`config.mk`:
```
export PLATFORM = sky130hd
export DESIGN_NAME = radio_frame_timing
export DESIGN_NICKNAME = d
export VERILOG_FILES = /design/src/radio_timing_pkg.sv /design/src/frame_timing_if.sv /design/src/frame_slot_counter.sv /design/src/radio_frame_timing.sv
export VERILOG_INCLUDE_DIRS = /design/src
export SDC_FILE = /design/constraint.sdc
export NUM_CORES = 1
export LEC_CHECK = 0
export BUFFER_PORTS_ARGS = -buffer_cell sky130_fd_sc_hd__buf_2
export CAP_MARGIN = 10
export CORE_UTILIZATION = 49
export DETAILED_ROUTE_END_ITERATION = 10
export GPL_TIMING_DRIVEN = 0
export PLACE_DENSITY = 0.83
export SETUP_SLACK_MARGIN = 0.4
export SKIP_LAST_GASP = 1
export SYNTH_ARGS = -nofsm -noshare
export SYNTH_HDL_FRONTEND = slang
export SYNTH_HIERARCHICAL = 1
export SYNTH_SLANG_ARGS = --single-unit
```
`constraint.sdc`:
```
create_clock -name core_clk -period 3.3 [get_ports core_clk]
set_input_delay 0.165 -clock core_clk [delete_from_list [all_inputs] [get_ports core_clk]]
set_output_delay 0.165 -clock core_clk [all_outputs]
set_load 0.005 [all_outputs]
```
`src/radio_timing_params.svh`:
```
`ifndef RADIO_TIMING_PARAMS_SVH
`define RADIO_TIMING_PARAMS_SVH
// slot and frame grid, in chips and slots
`define SLOT_LAST_CHIP 12'h9FF
`define FRAME_LAST_SLOT 4'hE
`define CHIPS_PER_SLOT 16'hA00
// reference frame counter modulus, a multiple of 72 frames
`define SFN_MODULUS 16'h9000
// access slot spacing in access slots, per indicator timing setting
`define RA_SPACING_SEL0 3'h3
`define RA_SPACING_SEL1 3'h4
// least chips from an acquisition indicator to the next transmission
`define AI_MIN_GAP 13'h1E00
// paging indicator lead over its secondary frame: 3 x 2560 chips, last count
`define PAGING_LEAD_LAST 13'h1DFF
// dedicated frame may trail the shared frame by up to 35840 chips
`define SHARED_BEHIND_MAX 16'h8C00
`endif

```
`src/radio_timing_pkg.sv`:
```
package radio_timing_pkg;
    typedef enum logic [1:0] {RA_IDLE, RA_ARMED, RA_SPACING} ra_state_e;

    typedef struct packed {
        logic [11:0] chip;
        logic [3:0] slot;
        logic [15:0] frame;
        logic slot_start;
        logic frame_start;
    } cnt_state_s;

    typedef struct packed {
        ra_state_e ra;
        logic [2:0] slot_cnt;
        logic ai_got;
        logic ai_pos;
        logic ai_recent;
        logic [12:0] ai_gap;
        logic dl_acc;
        logic ul_acc;
        logic preamble;
        logic message;
        logic fail;
        logic ul_pend;
        logic [15:0] ul_wait;
        logic meas_busy;
        logic [15:0] meas_cnt;
        logic [15:0] ho_diff;
        logic ho_valid;
        logic [15:0] shared_frame;
        logic shared_ahead;
        logic shared_valid;
        logic pg_busy;
        logic pg_hit;
        logic [12:0] pg_cnt;
        logic pg_read;
    } tmg_state_s;

    // frame number step with wrap to zero at the modulus
    function automatic logic [15:0] sfn_step(input logic [15:0] f, input logic [15:0] m);
        return (f == m - 16'h1) ? 16'h0 : f + 16'h1;
    endfunction
endpackage

```
`src/frame_timing_if.sv`:
```
`timescale 1ns/1ns
interface frame_timing_if;
    logic [11:0] chip;
    logic [3:0] slot;
    logic [15:0] frame;
    logic slot_start;
    logic frame_start;
    modport counter(output chip, slot, frame, slot_start, frame_start);
    modport user(input chip, slot, frame, slot_start, frame_start);
endinterface

```
`src/frame_slot_counter.sv`:
```
`timescale 1ns/1ns
`include "radio_timing_params.svh"
module frame_slot_counter
    import radio_timing_pkg::*;
#(
    parameter logic [15:0] SFN_MOD = `SFN_MODULUS
) (
    input wire logic core_clk,
    input wire logic srst,
    input wire logic chip_en,
    input wire logic restart,
    input wire logic sfn_load,
    input wire logic [15:0] sfn_value,
    frame_timing_if.counter tmg
);
    cnt_state_s s;
    cnt_state_s next_s;

    //////////////////////////////////////////////////////////////////////
    // chips into slots, slots into frames, frames into the frame number
    always_comb begin
        next_s = s;
        next_s.slot_start = 1'b0;
        next_s.frame_start = 1'b0;
        if (restart) begin
            // restart marks chip zero of a new frame, whatever the count was
            next_s.chip = 12'h0;
            next_s.slot = 4'h0;
            next_s.frame = sfn_step(s.frame, SFN_MOD);
            next_s.slot_start = 1'b1;
            next_s.frame_start = 1'b1;
        end else if (chip_en) begin
            if (s.chip == `SLOT_LAST_CHIP) begin
                next_s.chip = 12'h0;
                next_s.slot_start = 1'b1;
                if (s.slot == `FRAME_LAST_SLOT) begin
                    next_s.slot = 4'h0;
                    next_s.frame_start = 1'b1;
                    next_s.frame = sfn_step(s.frame, SFN_MOD);
                end else begin
                    next_s.slot = s.slot + 4'h1;
                end
            end else begin
                next_s.chip = s.chip + 12'h1;
            end
        end
        // broadcast frame number read by software overrides the count
        if (sfn_load) begin
            next_s.frame = sfn_value;
        end
    end

    always_ff @(posedge core_clk) begin
        if (srst) begin
            s <= '0;
        end else begin
            s <= next_s;
        end
    end

    assign tmg.chip = s.chip;
    assign tmg.slot = s.slot;
    assign tmg.frame = s.frame;
    assign tmg.slot_start = s.slot_start;
    assign tmg.frame_start = s.frame_start;
endmodule

```
`src/radio_frame_timing.sv`:
```
`timescale 1ns/1ns
`include "radio_timing_params.svh"
// Summary of operation
// base station frame counter steps every 10 ms frame, wraps at a multiple of 72
// each cell broadcasts its frame number; the terminal loads it
// base station offsets sync, primary frames and scrambling by up to one slot
// random access timing follows the offset primary frame timing of the cell
// uplink dedicated frame starts a set offset after earliest dedicated path
// uplink scrambling restarts its initial phase at each uplink frame boundary
// measure target primary frame to earliest dedicated path before handover
// uplink control and data channels share one frame timing
// downlink control and data channels to one terminal share frame timing
// shared downlink frames align with the primary control frames
// dedicated frame lies 2560 chips ahead to 35840 behind shared frame
// access slots are 5120 chips, each downlink slot has one uplink slot
// downlink access slots align with the primary frame boundary
// each preamble starts on an uplink access slot boundary
// uplink access slot sits 2560 chips from its downlink slot
// next preamble three or four access slots after the latest one
// message three or four access slots after the latest preamble
// base station answers 7680 or 12800 chips after the preamble
// at least 7680 chips from an indicator to the next preamble
// at least 7680 chips from an indicator to the message start
// paging frame leads its secondary frame by three 2560-chip slots
// a set paging indicator makes the terminal read the secondary frame
// indicator timing 0 gives 7680 chips and three slots, 1 gives 12800 and four
// chips count into 2560-chip slots and fifteen-slot frames for all boundaries
module radio_frame_timing
    import radio_timing_pkg::*;
#(
    parameter logic [15:0] SFN_MOD = `SFN_MODULUS
) (
    input wire logic core_clk,
    input wire logic srst,
    input wire logic chip_en,
    input wire logic cell_frame_sync,
    input wire logic sfn_load,
    input wire logic [15:0] sfn_value,
    input wire logic ded_frame_sync,
    input wire logic target_frame_sync,
    input wire logic [15:0] uplink_frame_offset,
    input wire logic ai_timing_sel,
    input wire logic preamble_req,
    input wire logic ai_valid,
    input wire logic ai_ack,
    input wire logic paging_frame_start,
    input wire logic pi_valid,
    input wire logic pi_value,
    output logic dl_slot_start,
    output logic dl_frame_start,
    output logic [15:0] system_frame_counter,
    output logic dl_access_start,
    output logic ul_access_start,
    output logic ul_frame_start,
    output logic ul_scramble_init,
    output logic preamble_start,
    output logic message_start,
    output logic ra_fail,
    output logic [15:0] handover_timing_difference,
    output logic handover_valid,
    output logic [15:0] shared_frame_number,
    output logic shared_ahead,
    output logic shared_valid,
    output logic read_secondary_frame
);
    tmg_state_s s;
    tmg_state_s next_s;
    logic ul_go;
    logic ul_edge;
    logic dl_edge;
    logic gap_ok;
    logic [2:0] spacing;
    logic [15:0] ded_pos;

    frame_timing_if dl_if();
    frame_timing_if ul_if();

    //////////////////////////////////////////////////////////////////////
    // downlink grid restarts on the offset primary frame of the cell
    frame_slot_counter #(.SFN_MOD(SFN_MOD)) u_dl_cnt (
        .core_clk(core_clk),
        .srst(srst),
        .chip_en(chip_en),
        .restart(cell_frame_sync),
        .sfn_load(sfn_load),
        .sfn_value(sfn_value),
        .tmg(dl_if.counter)
    );

    // uplink grid restarts a set offset after the dedicated downlink frame
    frame_slot_counter #(.SFN_MOD(SFN_MOD)) u_ul_cnt (
        .core_clk(core_clk),
        .srst(srst),
        .chip_en(chip_en),
        .restart(ul_go),
        .sfn_load(1'b0),
        .sfn_value(16'h0),
        .tmg(ul_if.counter)
    );

    // chip position of the downlink grid within its frame
    function automatic logic [15:0] frame_pos(input logic [3:0] slot, input logic [11:0] chip);
        return 16'(slot) * `CHIPS_PER_SLOT + 16'(chip);
    endfunction

    //////////////////////////////////////////////////////////////////////
    // access slots span two slots each; parity of slot against frame
    // number places them on a 5120-chip grid anchored at even frames
    assign dl_edge = dl_if.slot_start && (dl_if.slot[0] == dl_if.frame[0]);
    assign ul_edge = dl_if.slot_start && (dl_if.slot[0] != dl_if.frame[0]);
    assign spacing = ai_timing_sel ? `RA_SPACING_SEL1 : `RA_SPACING_SEL0;
    // an indicator arriving now also blocks, so the gap is never cut short
    assign gap_ok = !ai_valid && !s.ai_recent;
    assign ul_go = s.ul_pend && chip_en && (s.ul_wait == 16'h0);
    assign ded_pos = frame_pos(dl_if.slot, dl_if.chip);

    //////////////////////////////////////////////////////////////////////
    always_comb begin
        next_s = s;
        next_s.dl_acc = dl_edge;
        next_s.ul_acc = ul_edge;
        next_s.preamble = 1'b0;
        next_s.message = 1'b0;
        next_s.fail = 1'b0;
        next_s.ho_valid = 1'b0;
        next_s.shared_valid = 1'b0;
        next_s.pg_read = 1'b0;

        // chips since the last acquisition indicator, held once long enough
        if (ai_valid) begin
            next_s.ai_recent = 1'b1;
            next_s.ai_gap = 13'h0;
        end else if (s.ai_recent && chip_en) begin
            next_s.ai_gap = s.ai_gap + 13'h1;
            // drop one count early so an access edge exactly the minimum gap
            // after the indicator is still allowed
            next_s.ai_recent = (s.ai_gap + 13'h2) < `AI_MIN_GAP;
        end

        // random access: preamble, wait the spacing, then message or retry
        unique case (s.ra)
            RA_IDLE: begin
                if (preamble_req) begin
                    next_s.ra = RA_ARMED;
                end
            end
            RA_ARMED: begin
                if (ul_edge && gap_ok) begin
                    next_s.preamble = 1'b1;
                    next_s.slot_cnt = 3'h0;
                    next_s.ai_got = 1'b0;
                    next_s.ra = RA_SPACING;
                end
            end
            RA_SPACING: begin
                if (ai_valid) begin
                    next_s.ai_got = 1'b1;
                    next_s.ai_pos = ai_ack;
                end
                if (ul_edge) begin
                    if (s.slot_cnt != 3'h7) begin
                        next_s.slot_cnt = s.slot_cnt + 3'h1;
                    end
                    if (s.slot_cnt + 3'h1 >= spacing) begin
                        if (s.ai_got && !s.ai_pos) begin
                            // negative answer ends the attempt
                            next_s.fail = 1'b1;
                            next_s.ra = RA_IDLE;
                        end else if (gap_ok) begin
                            if (s.ai_got) begin
                                next_s.message = 1'b1;
                                next_s.ra = RA_IDLE;
                            end else if (preamble_req) begin
                                next_s.preamble = 1'b1;
                                next_s.slot_cnt = 3'h0;
                            end else begin
                                next_s.ra = RA_IDLE;
                            end
                        end
                    end
                end
            end
        endcase

        // uplink dedicated frame: count the offset from the earliest path
        if (ded_frame_sync) begin
            next_s.ul_pend = 1'b1;
            next_s.ul_wait = uplink_frame_offset;
        end else if (s.ul_pend && chip_en) begin
            if (s.ul_wait == 16'h0) begin
                next_s.ul_pend = 1'b0;
            end else begin
                next_s.ul_wait = s.ul_wait - 16'h1;
            end
        end

        // handover: chips from the target primary frame to the dedicated path
        if (target_frame_sync) begin
            next_s.meas_busy = 1'b1;
            next_s.meas_cnt = 16'h0;
        end else if (s.meas_busy) begin
            if (ded_frame_sync) begin
                next_s.ho_diff = s.meas_cnt;
                next_s.ho_valid = 1'b1;
                next_s.meas_busy = 1'b0;
            end else if (chip_en && s.meas_cnt != 16'hFFFF) begin
                next_s.meas_cnt = s.meas_cnt + 16'h1;
            end
        end

        // shared frame carrying the data: past 35840 chips the dedicated
        // frame runs ahead and belongs to the next shared frame
        if (ded_frame_sync) begin
            next_s.shared_ahead = ded_pos > `SHARED_BEHIND_MAX;
            next_s.shared_frame = (ded_pos > `SHARED_BEHIND_MAX) ?
                sfn_step(dl_if.frame, SFN_MOD) : dl_if.frame;
            next_s.shared_valid = 1'b1;
        end

        // paging: a set indicator calls for the secondary frame a lead later
        if (paging_frame_start) begin
            next_s.pg_busy = 1'b1;
            next_s.pg_cnt = 13'h0;
            next_s.pg_hit = pi_valid && pi_value;
        end else if (s.pg_busy) begin
            if (pi_valid && pi_value) begin
                next_s.pg_hit = 1'b1;
            end
            if (chip_en) begin
                if (s.pg_cnt == `PAGING_LEAD_LAST) begin
                    next_s.pg_busy = 1'b0;
                    next_s.pg_read = s.pg_hit;
                end else begin
                    next_s.pg_cnt = s.pg_cnt + 13'h1;
                end
            end
        end
    end

    always_ff @(posedge core_clk) begin
        if (srst) begin
            s <= '0;
        end else begin
            s <= next_s;
        end
    end

    //////////////////////////////////////////////////////////////////////
    // outputs, each from a flip-flop here or in a counter
    assign dl_slot_start = dl_if.slot_start;
    assign dl_frame_start = dl_if.frame_start;
    assign system_frame_counter = dl_if.frame;
    assign dl_access_start = s.dl_acc;
    assign ul_access_start = s.ul_acc;
    // one frame strobe serves control and data channels alike
    assign ul_frame_start = ul_if.frame_start;
    assign ul_scramble_init = ul_if.frame_start;
    assign preamble_start = s.preamble;
    assign message_start = s.message;
    assign ra_fail = s.fail;
    assign handover_timing_difference = s.ho_diff;
    assign handover_valid = s.ho_valid;
    assign shared_frame_number = s.shared_frame;
    assign shared_ahead = s.shared_ahead;
    assign shared_valid = s.shared_valid;
    assign read_secondary_frame = s.pg_read;
endmodule

```
==> impl_metrics.toml <==
[cts]
htree_levels = 4
insertion_delay_ps = 430
tritoncts = "yes"
cts_buffer_depth = 2
cts_buffers = 17
cts_root_buf = "clkbuf_16"
cts_sinks = 162
clk_pin_slew_ps = 70

[detailed_routing]
ant_nets = 0
wl_um = 21000
drt_iter0_markers = 746
wl_per_cell_um = 15.1
num_vias = 7854
vias_per_cell = 5.64
dr.pass1.iters = 5
drc = 0

[timing]
fin_tns_setup_ps = 0
slew_headroom = 0.509
drv_slew = 0
timing.fmax_mhz = 353
setup_viol = 0
worst_slew_pin_slew_ps = 736
fin_ws_ps = 467
fin_worst_skew_ps = 9.48
period_share = 0.859
fin_crit_ps = 2830
rsz0062_at_grt = "true"
hold_viol = 0
whs_ps = 15.6

[finish]
drive_gt1_frac = 0.192
final_cell_mix = "157 x dfxtp_1, 120 x nor2_1, 118 x nand2_1, 109 x buf_2, 65 x a21oi_1"
final_net_count = 1232
fillers = 1401
antennaDiodeCount = 0
syn2layout_area_growth_pct = 21.4
final_common_cell = "dfxtp_1"

[worst_hold_path]
hp-class = "in2reg"

[global_routing]
gr-max-usage-layer = "met2"
met1_usage = 0.305
met3_usage = 0.0479
grt_max_degree = 17
grt_pass1_vias = 7227
antenna_found_initial = 0
use_met2 = 0.410
grt_pass1_wl_um = 34700
track_usage = 0.241
grt-ovfl-total = 0

[flow_run]
max_cap_violations = 0

[setup_path]
required_ps = 3620
critical_path_class = "reg2reg"
start_kind = "register"
end_kind = "register"
crit_fanout = 7
arrival_ps = 3150

[die]
floorplan.die.height_um = 133
coreArea_um2 = 16700
die_w_um = 133
ios = 107
initial_core_util = 0.506
rows = 47
die_area_um2 = 17800

[power_and_ir_drop]
leakage_nw = 4.06
cellPowerDensity_nw_per_um2 = 454
power_mw = 4.65
ir_drop_uv = 373

[logic_synthesis]
yosysWarnings = 6
syn_nets = 1085
syn-cell-area_um2 = 8440
synth.avg_cell_area_um2 = 8.34
synthCells = 1012

[placed_design]
post-place-ws_ps = 17.6
place.gp.congestion = 0.899
io_buffers = 105
dp_hpwl_um = 14600

[status]
outcome = "complete, no violations"
final cells by class:
type / count / area (um^2) / area share
plain buffers: 69 / 422 / 0.0411
clock buffers: 18 / 429 / 0.0419
clock inverters: 14 / 201 / 0.0196
inverters: 31 / 116 / 0.0113
multi-input cells: 750 / 4820 / 0.470
flip-flops and latches: 162 / 3260 / 0.318
well taps: 220 / 275 / 0.0268
repair buffers: 128 / 732 / 0.0714
routing by layer:
layer	vias up	routed length, um
li1	3895	-
met2	305	10200
met4	0	348
met5	-	0
met3	33	1410
met1	3621	9050
per-stage QoR:
| stage | instance area (um^2) | utilization | cells |
|---|---|---|---|
| finish | 10300 | 0.614 | 1392 |
| global route | 10300 | 0.614 | 1392 |
| CTS | 10100 | 0.606 | 1389 |
| detailed placement | 9250 | 0.554 | 1337 |
| global placement | 9250 | 0.554 | 1337 |
| floorplan | 8450 | - | 1012 |
report_power, final:
group	switching [mW]	total [mW]	internal (mW)
Sequential	0.0738	2.08	2.01
Clock	0.839	2.12	1.28
Combinational	0.261	0.448	0.188
state kept, by name, summed over array words and instances (netlist names):
name                        cells
s                              70
dl_access_start                 1
u_dl_cnt/tmg.slot_start         1
u_ul_cnt/tmg.frame_start        1
handover_timing_difference     16
message_start                   1
u_dl_cnt/tmg.frame             16
preamble_start                  1
u_dl_cnt/tmg.chip              12
shared_frame_number            16
shared_valid                    1
handover_valid                  1
u_dl_cnt/tmg.frame_start        1
ra_fail                         1
ul_access_start                 1
shared_ahead                    1
u_ul_cnt/tmg.slot               4
u_ul_cnt/tmg.chip              12
read_secondary_frame            1
u_dl_cnt/tmg.slot               4
path summary, 6_finish.rpt:
kind                                        startpoint                     end  slack [ps]  cells past startpoint
worst max-delay path              u_dl_cnt/tmg.slot[1]  shared_frame_number[3]         470                     11
worst min-delay path            uplink_frame_offset[7]                   s[75]          20                      3
worst max register to register    u_dl_cnt/tmg.slot[1]  shared_frame_number[3]         470                     11
worst min register to register  shared_frame_number[4]  shared_frame_number[4]         450                      2
what timing repair did:
action                     CTS  global route
hold endpoints to repair    12             0
pin swaps                    5            10
buffers inserted             8             3
setup endpoints to repair   15            16
gates resized for setup     16            21
hold buffers                12             0
worst max-delay path: stages, from the launching register on:
cell and delay, ps:
dfxtp_4 350, ha_4 270, ha_4 120, inv_1 40
fa_1 470, xor2_2 280, nand3b_1 200, o32ai_4 260
a22oi_2 150, buf_6 170, buf_4 130, a221o_1 280
No activity file was read; power rests on OpenSTA's default activity.
